<file path="config.mk">
export PLATFORM = sky130hd
export DESIGN_NAME = alc_gain_ctrl
export DESIGN_NICKNAME = d
export VERILOG_FILES = /design/src/alc_pkg.sv /design/src/alc_gain_ctrl.sv
export SDC_FILE = /design/constraint.sdc
export NUM_CORES = 2
export LEC_CHECK = 0
export BUFFER_PORTS_ARGS = -buffer_cell sky130_fd_sc_hd__buf_2
export CORE_MARGIN = 10
export CORE_UTILIZATION = 50
export CTS_CLUSTER_DIAMETER = 60
export DETAILED_ROUTE_END_ITERATION = 8
export PLACE_DENSITY = 0.77
export RECOVER_POWER = 100
export SLEW_MARGIN = 20
export SYNTH_ARGS = -nofsm -noshare
export SYNTH_HDL_FRONTEND = slang
export SYNTH_SLANG_ARGS = --single-unit
export TNS_END_PERCENT = 10
</file>
<file path="constraint.sdc">
create_clock -name clk -period 8 [get_ports clk]
set_input_delay 1.6 -clock clk [delete_from_list [all_inputs] [get_ports clk]]
set_output_delay 1.6 -clock clk [all_outputs]
set_load 0.05 [all_outputs]
</file>
<file path="src/alc_pkg.sv">
// Register map, field positions, reset values and carrier types.
package alc_pkg;
	// Byte address width of the register window on the bus.
	localparam int ADDR_W = 14;
	// Register indices; each register sits at four times its index.
	localparam logic [11:0] IDX_LEFT_LEVEL = 12'hb41;
	localparam logic [11:0] IDX_RIGHT_LEVEL = 12'hb42;
	localparam logic [11:0] IDX_CEILING = 12'hb43;
	localparam logic [11:0] IDX_UPPER = 12'hb44;
	localparam logic [11:0] IDX_LOWER = 12'hb46;
	localparam logic [11:0] IDX_NOISE = 12'hb48;
	localparam logic [11:0] IDX_LEFT_READBACK = 12'hb4d;
	localparam logic [11:0] IDX_RIGHT_READBACK = 12'hb4e;
	localparam logic [11:0] IDX_TICK_LO = 12'hb50;
	localparam logic [11:0] IDX_TICK_HI = 12'hb51;
	localparam logic [11:0] IDX_CONFIG = 12'hb54;
	localparam logic [11:0] IDX_COEF = 12'hb55;
	localparam logic [11:0] IDX_MASK = 12'hb56;
	localparam logic [11:0] IDX_RISE_RATE = 12'hb57;
	localparam logic [11:0] IDX_RISE_LIM = 12'hb58;
	localparam logic [11:0] IDX_FALL_RATE = 12'hb59;
	localparam logic [11:0] IDX_FALL_LIM = 12'hb5a;
	localparam logic [11:0] IDX_NOISE_RATE = 12'hb5b;
	localparam logic [11:0] IDX_NOISE_LIM = 12'hb5c;
	localparam logic [11:0] IDX_LEFT_AMP_NOW = 12'hb5e;
	localparam logic [11:0] IDX_RIGHT_AMP_NOW = 12'hb5f;
	localparam logic [11:0] IDX_JUDGE = 12'hb60;
	localparam logic [11:0] IDX_LEFT_GOAL = 12'hb61;
	localparam logic [11:0] IDX_LEFT_VALUE = 12'hb62;
	localparam logic [11:0] IDX_OVERRIDE = 12'hb63;
	localparam logic [11:0] IDX_SWAP = 12'hb64;
	localparam logic [11:0] IDX_RIGHT_GOAL = 12'hb65;
	localparam logic [11:0] IDX_RIGHT_VALUE = 12'hb66;
	// Storage slots, addressed by the low six bits of the index.
	localparam int NREG = 39;
	// Reset values.
	localparam logic [7:0] RST_LEVEL = 8'h20;
	localparam logic [7:0] RST_CEILING = 8'h33;
	localparam logic [7:0] RST_UPPER = 8'h60;
	localparam logic [7:0] RST_LOWER = 8'h40;
	localparam logic [7:0] RST_NOISE = 8'h02;
	localparam logic [7:0] RST_TICK_HI = 8'h02;
	localparam logic [7:0] RST_CONFIG = 8'h0a;
	localparam logic [7:0] RST_COEF = 8'hfa;
	localparam logic [7:0] RST_RISE_RATE = 8'h0a;
	localparam logic [7:0] RST_RISE_LIM = 8'h03;
	localparam logic [7:0] RST_FALL_RATE = 8'h08;
	localparam logic [7:0] RST_SIX = 8'h06;
	localparam logic [7:0] RST_JUDGE = 8'h40;
	localparam logic [7:0] RST_OVERRIDE = 8'h80;
	localparam logic [7:0] RST_ZERO = 8'h00;
	// Field positions.
	localparam int BIT_AUTO = 7;
	localparam int BIT_FIX = 7;
	localparam int BIT_MUTE = 7;
	localparam int BIT_SWAP = 0;
	localparam int CFG_ANALOG = 0;
	localparam int CFG_VAD_IIR = 1;
	localparam int CFG_ANA_IIR = 2;
	localparam int CFG_TICK_CLR = 3;
	localparam int CFG_VAD_MAX = 4;
	// Bus answers.
	localparam logic [1:0] RESP_OKAY = 2'h0;
	localparam logic [1:0] RESP_SLVERR = 2'h2;
	// One channel of measured input level.
	typedef struct packed {
		logic sample_valid;
		logic [6:0] level;
	} alc_chan_in_t;
	// One channel of gain controls towards the amplifier and datapath.
	typedef struct packed {
		logic [6:0] amp_gain;
		logic [6:0] dig_gain;
		logic mute;
		logic mask;
	} alc_chan_out_t;
endpackage

</file>
<file path="src/alc_gain_ctrl.sv">
// Two-channel automatic level control with an AXI4-Lite register file.
// Summary of operation
// - Left bit7 auto; manual gain, auto floor
// - Right channel has identical independent control
// - Auto amplifier gain clamped to ceiling at each tick
// - Loop compares level with upper target
// - Loop compares level with lower target
// - Level under noise floor counts as noise
// - Sixteen-bit tick period paces adjustments
// - Config register holds five loop enables
// - Gain change masks programmed sample count
// - Rise per tick capped by rise limit
// - Fall per tick capped by fall limit
// - Noise uses own fall rate, limit
// - Readback: gain in auto, volume manual
// - Current amplifier gain readable per channel
// - Manual goal register with judgement-done flag
// - Judge rate paces manual approach
// - Bit7 mutes; readback shows amp value
// - Override bit forces fixed amplifier gain
// - Swap bit exchanges left and right amp gain and mute
//
// The implementer's own choice: register access over AXI4-Lite.
module alc_gain_ctrl (
	input logic clk,
	input logic reset_n,
	input logic [alc_pkg::ADDR_W-1:0] awaddr,
	input logic awvalid,
	output logic awready,
	input logic [31:0] wdata,
	input logic [3:0] wstrb,
	input logic wvalid,
	output logic wready,
	output logic [1:0] bresp,
	output logic bvalid,
	input logic bready,
	input logic [alc_pkg::ADDR_W-1:0] araddr,
	input logic arvalid,
	output logic arready,
	output logic [31:0] rdata,
	output logic [1:0] rresp,
	output logic rvalid,
	input logic rready,
	input alc_pkg::alc_chan_in_t left_in,
	input alc_pkg::alc_chan_in_t right_in,
	output alc_pkg::alc_chan_out_t left_out,
	output alc_pkg::alc_chan_out_t right_out
);
	import alc_pkg::*;

	////////////////////////////////////////////////////////////////////
	// Helpers.

	// Smaller of an eight-bit rate and a seven-bit limit.
	function automatic logic [6:0] min7(logic [7:0] a, logic [6:0] b);
		return (a < {1'b0, b}) ? a[6:0] : b;
	endfunction

	// One gain step, clamped to floor then ceiling, so the ceiling wins.
	function automatic logic [6:0] step_gain(logic [6:0] g, logic up,
		logic [6:0] s, logic [6:0] lo, logic [6:0] hi);
		logic [7:0] t;
		t = up ? {1'b0, g} + {1'b0, s} : {1'b0, g} - {1'b0, s};
		if (!up && s > g) begin
			t = 8'h00;
		end
		if (t < {1'b0, lo}) begin
			t = {1'b0, lo};
		end
		if (t > {1'b0, hi}) begin
			t = {1'b0, hi};
		end
		return t[6:0];
	endfunction

	// First-order smoother; larger k keeps more of the old average.
	function automatic logic [6:0] iir(logic [6:0] a, logic [6:0] x,
		logic [7:0] k);
		logic [15:0] s;
		s = {9'h000, a} * {8'h00, k} + {9'h000, x} * {8'h00, ~k};
		return s[14:8];
	endfunction

	// Registers that software may write.
	function automatic logic is_rw(logic [11:0] i);
		case (i)
			IDX_LEFT_LEVEL, IDX_RIGHT_LEVEL, IDX_CEILING, IDX_UPPER,
			IDX_LOWER, IDX_NOISE, IDX_TICK_LO, IDX_TICK_HI, IDX_CONFIG,
			IDX_COEF, IDX_MASK, IDX_RISE_RATE, IDX_RISE_LIM,
			IDX_FALL_RATE, IDX_FALL_LIM, IDX_NOISE_RATE, IDX_NOISE_LIM,
			IDX_JUDGE, IDX_LEFT_GOAL, IDX_LEFT_VALUE, IDX_OVERRIDE,
			IDX_SWAP, IDX_RIGHT_GOAL, IDX_RIGHT_VALUE: return 1'b1;
			default: return 1'b0;
		endcase
	endfunction

	// Bits kept on a write; goals keep 6:0, mute registers keep bit 7.
	function automatic logic [7:0] wmask(logic [11:0] i);
		case (i)
			IDX_LEFT_GOAL, IDX_RIGHT_GOAL: return 8'h7f;
			IDX_LEFT_VALUE, IDX_RIGHT_VALUE: return 8'h80;
			default: return 8'hff;
		endcase
	endfunction

	// Reset value of each storage slot.
	function automatic logic [7:0] rst_val(int s);
		case (6'(s))
			IDX_LEFT_LEVEL[5:0], IDX_RIGHT_LEVEL[5:0]: return RST_LEVEL;
			IDX_CEILING[5:0]: return RST_CEILING;
			IDX_UPPER[5:0]: return RST_UPPER;
			IDX_LOWER[5:0]: return RST_LOWER;
			IDX_NOISE[5:0]: return RST_NOISE;
			IDX_TICK_HI[5:0]: return RST_TICK_HI;
			IDX_CONFIG[5:0]: return RST_CONFIG;
			IDX_COEF[5:0]: return RST_COEF;
			IDX_RISE_RATE[5:0]: return RST_RISE_RATE;
			IDX_RISE_LIM[5:0]: return RST_RISE_LIM;
			IDX_FALL_RATE[5:0]: return RST_FALL_RATE;
			IDX_FALL_LIM[5:0], IDX_NOISE_RATE[5:0],
			IDX_NOISE_LIM[5:0]: return RST_SIX;
			IDX_JUDGE[5:0]: return RST_JUDGE;
			IDX_OVERRIDE[5:0]: return RST_OVERRIDE;
			default: return RST_ZERO;
		endcase
	endfunction

	////////////////////////////////////////////////////////////////////
	// State.

	logic [7:0] regs_reg [NREG]; // Writable register storage.
	logic [7:0] regs_next [NREG];
	logic aw_full_reg, aw_full_next; // Write address held.
	logic w_full_reg, w_full_next; // Write data held.
	logic [11:0] widx_reg, widx_next;
	logic [7:0] wbyte_reg, wbyte_next;
	logic wlane_reg, wlane_next;
	logic bvalid_reg, bvalid_next;
	logic [1:0] bresp_reg, bresp_next;
	logic rvalid_reg, rvalid_next;
	logic [7:0] rbyte_reg, rbyte_next;
	logic [1:0] rresp_reg, rresp_next;
	logic [15:0] tick_reg, tick_next; // Peak tick down-counter.
	logic [7:0] judge_reg, judge_next; // Manual judge down-counter.
	logic [6:0] gain_reg [2], gain_next [2]; // Auto loop gain.
	logic [6:0] amp_reg [2], amp_next [2]; // Manual amplifier value.
	logic [6:0] avg_reg [2], avg_next [2]; // Smoothed level.
	logic [6:0] peak_reg [2], peak_next [2]; // Peak level this tick.
	logic [3:0] mask_reg [2], mask_next [2]; // Samples left to mask.
	alc_chan_out_t out_reg [2], out_next [2];

	// Combinational views.
	alc_chan_in_t cin [2];
	logic [7:0] set_w [2], goal_w [2];
	logic mute_w [2];
	logic [6:0] amp_eff [2], dig_eff [2], lvl_w [2];
	logic [7:0] cfg_w, fix_w, rd_val;
	logic [6:0] ceil_w, upper_w, lower_w, noise_w;
	logic [3:0] mcnt_w;
	logic [15:0] period_w;
	logic swap_w, tick_hit, judge_hit, wr_fire, rd_ok;
	logic [11:0] ridx;

	assign cin[0] = left_in;
	assign cin[1] = right_in;
	assign left_out = out_reg[0];
	assign right_out = out_reg[1];
	assign awready = !aw_full_reg;
	assign wready = !w_full_reg;
	assign bvalid = bvalid_reg;
	assign bresp = bresp_reg;
	assign arready = !rvalid_reg;
	assign rvalid = rvalid_reg;
	assign rresp = rresp_reg;
	assign rdata = {24'h000000, rbyte_reg};
	assign ridx = araddr[ADDR_W-1:2];
	assign wr_fire = aw_full_reg && w_full_reg && !bvalid_reg;
	assign cfg_w = regs_reg[IDX_CONFIG[5:0]];
	assign fix_w = regs_reg[IDX_OVERRIDE[5:0]];
	assign swap_w = regs_reg[IDX_SWAP[5:0]][BIT_SWAP];
	assign ceil_w = regs_reg[IDX_CEILING[5:0]][6:0];
	assign upper_w = regs_reg[IDX_UPPER[5:0]][6:0];
	assign lower_w = regs_reg[IDX_LOWER[5:0]][6:0];
	assign noise_w = regs_reg[IDX_NOISE[5:0]][6:0];
	assign mcnt_w = regs_reg[IDX_MASK[5:0]][3:0];
	assign period_w = {regs_reg[IDX_TICK_HI[5:0]],
		regs_reg[IDX_TICK_LO[5:0]]};
	assign tick_hit = tick_reg == 16'h0000;
	assign judge_hit = judge_reg == 8'h00;

	// Per-channel views; the two channels are fully independent.
	always_comb begin
		for (int c = 0; c < 2; c++) begin
			set_w[c] = regs_reg[c == 0 ? IDX_LEFT_LEVEL[5:0] :
				IDX_RIGHT_LEVEL[5:0]];
			goal_w[c] = regs_reg[c == 0 ? IDX_LEFT_GOAL[5:0] :
				IDX_RIGHT_GOAL[5:0]];
			mute_w[c] = regs_reg[c == 0 ? IDX_LEFT_VALUE[5:0] :
				IDX_RIGHT_VALUE[5:0]][BIT_MUTE];
			// Peak tracking or the smoothed level feeds the decision.
			lvl_w[c] = cfg_w[CFG_VAD_MAX] ? peak_reg[c] : avg_reg[c];
			// The override beats both the loop and the manual value.
			if (fix_w[BIT_FIX]) begin
				amp_eff[c] = fix_w[6:0];
			end else if (set_w[c][BIT_AUTO] && cfg_w[CFG_ANALOG]) begin
				amp_eff[c] = gain_reg[c];
			end else begin
				amp_eff[c] = amp_reg[c];
			end
			// Digital mode routes the loop gain to the datapath.
			if (set_w[c][BIT_AUTO] && !cfg_w[CFG_ANALOG]) begin
				dig_eff[c] = gain_reg[c];
			end else begin
				dig_eff[c] = {1'b0, set_w[c][5:0]};
			end
		end
	end

	////////////////////////////////////////////////////////////////////
	// Register read decode.

	// Read-only slots are built from live state, not from storage.
	always_comb begin
		rd_val = 8'h00;
		rd_ok = 1'b1;
		case (ridx)
			IDX_LEFT_READBACK: rd_val = {1'b0, set_w[0][BIT_AUTO] ?
				gain_reg[0] : {1'b0, set_w[0][5:0]}};
			IDX_RIGHT_READBACK: rd_val = {1'b0, set_w[1][BIT_AUTO] ?
				gain_reg[1] : {1'b0, set_w[1][5:0]}};
			IDX_LEFT_AMP_NOW: rd_val = {1'b0, amp_eff[0]};
			IDX_RIGHT_AMP_NOW: rd_val = {1'b0, amp_eff[1]};
			IDX_LEFT_GOAL: rd_val = {amp_reg[0] == goal_w[0][6:0],
				goal_w[0][6:0]};
			IDX_RIGHT_GOAL: rd_val = {amp_reg[1] == goal_w[1][6:0],
				goal_w[1][6:0]};
			IDX_LEFT_VALUE: rd_val = {mute_w[0], amp_reg[0]};
			IDX_RIGHT_VALUE: rd_val = {mute_w[1], amp_reg[1]};
			default: begin
				if (is_rw(ridx)) begin
					rd_val = regs_reg[ridx[5:0]];
				end else begin
					rd_ok = 1'b0;
				end
			end
		endcase
	end

	////////////////////////////////////////////////////////////////////
	// AXI4-Lite slave and register storage.

	// Address and data are caught separately, then written together.
	always_comb begin
		regs_next = regs_reg;
		aw_full_next = aw_full_reg;
		w_full_next = w_full_reg;
		widx_next = widx_reg;
		wbyte_next = wbyte_reg;
		wlane_next = wlane_reg;
		bvalid_next = bvalid_reg;
		bresp_next = bresp_reg;
		rvalid_next = rvalid_reg;
		rbyte_next = rbyte_reg;
		rresp_next = rresp_reg;
		if (awvalid && !aw_full_reg) begin
			aw_full_next = 1'b1;
			widx_next = awaddr[ADDR_W-1:2];
		end
		if (wvalid && !w_full_reg) begin
			w_full_next = 1'b1;
			wbyte_next = wdata[7:0];
			wlane_next = wstrb[0];
		end
		if (bvalid_reg && bready) begin
			bvalid_next = 1'b0;
		end
		// A response is pending, so a new write waits for bready.
		if (wr_fire) begin
			aw_full_next = 1'b0;
			w_full_next = 1'b0;
			bvalid_next = 1'b1;
			bresp_next = is_rw(widx_reg) ? RESP_OKAY : RESP_SLVERR;
			if (wlane_reg && is_rw(widx_reg)) begin
				regs_next[widx_reg[5:0]] = wbyte_reg & wmask(widx_reg);
			end
		end
		if (rvalid_reg && rready) begin
			rvalid_next = 1'b0;
		end
		if (arvalid && !rvalid_reg) begin
			rvalid_next = 1'b1;
			rbyte_next = rd_val;
			rresp_next = rd_ok ? RESP_OKAY : RESP_SLVERR;
		end
	end

	// Bus and storage flops.
	always_ff @(posedge clk) begin
		if (!reset_n) begin
			for (int s = 0; s < NREG; s++) begin
				regs_reg[s] <= rst_val(s);
			end
			aw_full_reg <= 1'b0;
			w_full_reg <= 1'b0;
			widx_reg <= 12'h000;
			wbyte_reg <= 8'h00;
			wlane_reg <= 1'b0;
			bvalid_reg <= 1'b0;
			bresp_reg <= RESP_OKAY;
			rvalid_reg <= 1'b0;
			rbyte_reg <= 8'h00;
			rresp_reg <= RESP_OKAY;
		end else begin
			regs_reg <= regs_next;
			aw_full_reg <= aw_full_next;
			w_full_reg <= w_full_next;
			widx_reg <= widx_next;
			wbyte_reg <= wbyte_next;
			wlane_reg <= wlane_next;
			bvalid_reg <= bvalid_next;
			bresp_reg <= bresp_next;
			rvalid_reg <= rvalid_next;
			rbyte_reg <= rbyte_next;
			rresp_reg <= rresp_next;
		end
	end

	////////////////////////////////////////////////////////////////////
	// Level loop.

	// A tick clears the peak, so a sample in that cycle is not tracked.
	always_comb begin
		logic [6:0] src, stp;
		logic up, sc;
		src = 7'h00;
		stp = 7'h00;
		up = 1'b0;
		sc = 1'b0;
		tick_next = tick_hit ? period_w : tick_reg - 16'h0001;
		judge_next = judge_hit ? regs_reg[IDX_JUDGE[5:0]] :
			judge_reg - 8'h01;
		for (int c = 0; c < 2; c++) begin
			gain_next[c] = gain_reg[c];
			amp_next[c] = amp_reg[c];
			avg_next[c] = avg_reg[c];
			peak_next[c] = peak_reg[c];
			mask_next[c] = mask_reg[c];
			if (cin[c].sample_valid) begin
				avg_next[c] = cfg_w[CFG_ANA_IIR] ? iir(avg_reg[c],
					cin[c].level, regs_reg[IDX_COEF[5:0]]) :
					cin[c].level;
				src = cfg_w[CFG_VAD_IIR] ? avg_next[c] : cin[c].level;
				if (src > peak_reg[c]) begin
					peak_next[c] = src;
				end
				if (mask_reg[c] != 4'h0) begin
					mask_next[c] = mask_reg[c] - 4'h1;
				end
			end
			if (!set_w[c][BIT_AUTO]) begin
				// Manual: park the loop on the floor for a clean start.
				gain_next[c] = set_w[c][6:0];
			end else if (tick_hit) begin
				// A step left over from the other channel must not leak in.
				up = 1'b0;
				stp = 7'h00;
				if (lvl_w[c] < noise_w) begin
					stp = min7(regs_reg[IDX_NOISE_RATE[5:0]],
						regs_reg[IDX_NOISE_LIM[5:0]][6:0]);
				end else if (lvl_w[c] > upper_w) begin
					stp = min7(regs_reg[IDX_FALL_RATE[5:0]],
						regs_reg[IDX_FALL_LIM[5:0]][6:0]);
				end else if (lvl_w[c] < lower_w) begin
					up = 1'b1;
					stp = min7(regs_reg[IDX_RISE_RATE[5:0]],
						regs_reg[IDX_RISE_LIM[5:0]][6:0]);
				end
				// In band the zero step still pulls the gain inside limits,
				// so a lowered ceiling takes hold at the next tick.
				gain_next[c] = step_gain(gain_reg[c], up, stp,
					set_w[c][6:0], ceil_w);
				if (gain_next[c] != gain_reg[c]) begin
					mask_next[c] = mcnt_w;
				end
			end
			if (tick_hit) begin
				peak_next[c] = 7'h00;
				if (cfg_w[CFG_TICK_CLR]) begin
					avg_next[c] = 7'h00;
				end
			end
			// Manual judgement walks one step per judge period.
			if (judge_hit && amp_reg[c] != goal_w[c][6:0]) begin
				amp_next[c] = (amp_reg[c] < goal_w[c][6:0]) ?
					amp_reg[c] + 7'h01 : amp_reg[c] - 7'h01;
			end
			sc = (c == 1) ^ swap_w;
			out_next[c].amp_gain = amp_eff[sc];
			out_next[c].mute = mute_w[sc];
			out_next[c].dig_gain = dig_eff[c];
			out_next[c].mask = mask_reg[c] != 4'h0;
		end
	end

	// Loop flops.
	always_ff @(posedge clk) begin
		if (!reset_n) begin
			tick_reg <= 16'h0000;
			judge_reg <= 8'h00;
			for (int c = 0; c < 2; c++) begin
				gain_reg[c] <= 7'h00;
				amp_reg[c] <= 7'h00;
				avg_reg[c] <= 7'h00;
				peak_reg[c] <= 7'h00;
				mask_reg[c] <= 4'h0;
				out_reg[c] <= '0;
			end
		end else begin
			tick_reg <= tick_next;
			judge_reg <= judge_next;
			gain_reg <= gain_next;
			amp_reg <= amp_next;
			avg_reg <= avg_next;
			peak_reg <= peak_next;
			mask_reg <= mask_next;
			out_reg <= out_next;
		end
	end
endmodule

</file>
==> metrics.yaml <==
outcome: "complete, but fails checks"
failed_checks: "setup timing"
fin_total_pwr_w: 0.0101
crit_type: "flop to flop"
dr.max_layer_used: "met5"
wl_met3_um: 8530
slowest_delay_ns: 0.49
cts-root-buf: "clkbuf_16"
synth_warnings: 0
die_h_um: 280
rows: 95
endpoint_kind: "flop"
ys_ff_latch: 467
final_cell_mix: "460 x dfxtp_1, 331 x nor2_1, 314 x buf_4"
place.port_buffers: 102
ctsHoldBuffers: 0
drt_wl_total_um: 98700
yosysTopAreaCell: "dfxtp_1"
clk_path_buf_depth: 3
ir_drop_uv: 353
tightestPinTransition_ns: 1.11
grt.total_usage_pct: 24.8
hpwl_um: 70300
initial_core_util_pct: 50.3
relSlewSlack_pct: 25.1
setup_ws_ns: -0.235
diodes: 0
wl_per_cell_um: 20.1
fill_cells: 5644
drc: 0
drtIter0Drc: 2593
num_vias: 28700
fin_crit_sh_pct: 103
p_per_area_nw_per_um2: 258
yosys.area_share.simple_pct: 17.8
final_common_cell: "dfxtp_1"
fin_crit_ns: 8.24
maxCapViolations: 0
fp.dieW_um: 280
startpoint_type: "flop"
syn_inst: 3744
ys_seq_area_share_pct: 27.7
slew_viol_final: 0
crit_path_top_delay_cell: "or4b_4"
ys_types: 92
dp.cells: 4751
h-tree-depth: 2
synthArstFlopShare_pct: 0
grt_max_degree: 153
overflow: 0
met2_wirelength_um: 45400
finalSetupViolCount: 11
synth_mux_area_share_pct: 13.3
netlist_area_sq_um: 33700
io_pins: 160
yosys-top-cells-area: "dfxtp_1 28%, ha_1 9.9%, fa_1 9.7%, mux4_2 5.9%, mux2i_1 5.3%"
wl_met1_um: 40800
final_cells: 4912
drtPass1Iterations: 7
synth_compound_area_share_pct: 12.6
rsz0062_at_grt: "yes"
coreArea_sq_um: 67000
grt_pass1_wl_um: 157000
layout.nets: 4519
synth_ff_type: "dfxtp_1"
avgSynthCellArea_sq_um: 9.00
p_leak_nw: 17.3
gp_congestion: 0.959
fin_setup_tns_ns: -2.05
synth_edf_count: 0
via_per_inst: 5.84
numCtsBuffers: 52
cp.required_ns: 8.55
synth_top_family_by_area: "adder cells"
cp_max_fo: 8
grt_pass1_vias: 28900
clk_pin_slew_ns: 0.06
fmax_mhz: 121
clk_latency_ns: 0.62
skew_ns: 0.0282
hold_viol: 0
netlist.area_leader.share_pct: 27.7
largest_reg_flops: 237
critical_path_arrival_ns: 8.78
synth_fa_ha_area_share_pct: 19.7
antenna_found_initial: 4
syn2layout_area_growth_pct: 16.7
hold_class: "flop to flop"
die-area_sq_um: 78200
drt.antenna.violating_nets: 0
drive_gt1_share_pct: 19.5
cp_common_cell: "buf_4"
cts_tree: "done"
dp_slack_ns: -0.509
synth_xor_area_share_pct: 2.29
clkSinkCount: 467
through the flow:
step | utilization [%] | hold WS [ns] | instance area [sq um]
final | 58.7 | 0.428 | 39300
after global placement | 54.2 | 0.416 | 36400
after global routing | 58.7 | 0.467 | 39300
after floorplan | - | 0.410 | 33900
after CTS | 58.3 | 0.428 | 39100
after detailed placement | 54.2 | 0.419 | 36400
per-layer routing:
| metal | vias to the layer above | global-route usage [%] |
|---|---|---|
| li1 | 13300 | - |
| met1 | 13900 | 32.6 |
| met2 | 1259 | 40.2 |
| met3 | 257 | 4.20 |
| met4 | 8 | 9.40 |
| met5 | - | 0 |
report_power, final:
group / total, W / switching (W) / internal, W
combinational: 0.00510 / 0.00271 / 0.00239
sequential: 0.00256 / 0.000119 / 0.00244
clock: 0.00248 / 0.00104 / 0.00144
total: 0.0101 / 0.00387 / 0.00628
layout make-up:
type,instances,area [sq um],share of cell area [%]
inverters,310,1170,2.98
repair buffers,425,3030,7.70
multi-input cells,2745,22900,58.2
well taps,873,1090,2.78
clock inverters,22,297,0.754
flip-flops and latches,467,9360,23.8
clock buffers,70,1480,3.76
kinds of logic after synthesis:
family | after synthesis
buffers and inverters | 557
xor gates and xnor gates | 88
AOI/OAI and AO/OA | 657
DFF | 467
adders and majority gates | 431
other | 1
and+or+nand+nor | 1215
muxes | 328
synth_stat cells, types with 27 or more instances:
master / number
a21oi_1: 186
nand2_1: 274
nor2b_1: 103
mux2_2: 57
a211oi_1: 49
clkbuf_1: 190
dfxtp_1: 467
ha_1: 267
nor3_1: 51
buf_4: 28
nand3_1: 57
a21o_1: 57
and2_1: 206
or3_1: 27
o21ai_0: 150
mux2i_1: 180
fa_1: 164
xor2_1: 39
nor2_1: 336
inv_1: 307
nand2b_1: 83
xnor2_1: 49
mux4_2: 88
o22ai_1: 34
worst max-delay path: cells and delay by family (launching register included):
family | cells | cell delay (ns)
flops | 1 | 0.42
mux | 3 | 1.00
compound gates | 17 | 3.13
buf+inv | 8 | 1.00
fa+ha+maj | 4 | 1.00
simple gates | 7 | 1.57
path summary, 6_finish.rpt:
kind                                             start                        to  slack [ns]  cells past startpoint
worst max-delay path             cfg_w[4]$_SDFFE_PN0P_  gain_reg[0]$_SDFFE_PN0P_       -0.24                     39
worst min-delay path            goal_w[7]$_SDFFE_PN0P_    goal_w[7]$_SDFFE_PN0P_        0.43                      2
worst max register to register   cfg_w[4]$_SDFFE_PN0P_  gain_reg[0]$_SDFFE_PN0P_       -0.24                     39
worst min register to register  goal_w[7]$_SDFFE_PN0P_    goal_w[7]$_SDFFE_PN0P_        0.43                      2
repair_timing:
item / 4_1_cts / 5_1_grt
pin swaps: 57 / 31
resized for setup: 95 / 35
endpoints found under the setup margin: 21 / 25
endpoints found under the hold margin: 0 / 0
cloned: 0 / 1
buffers inserted: 58 / 11
No activity file was read; power rests on OpenSTA's default activity.
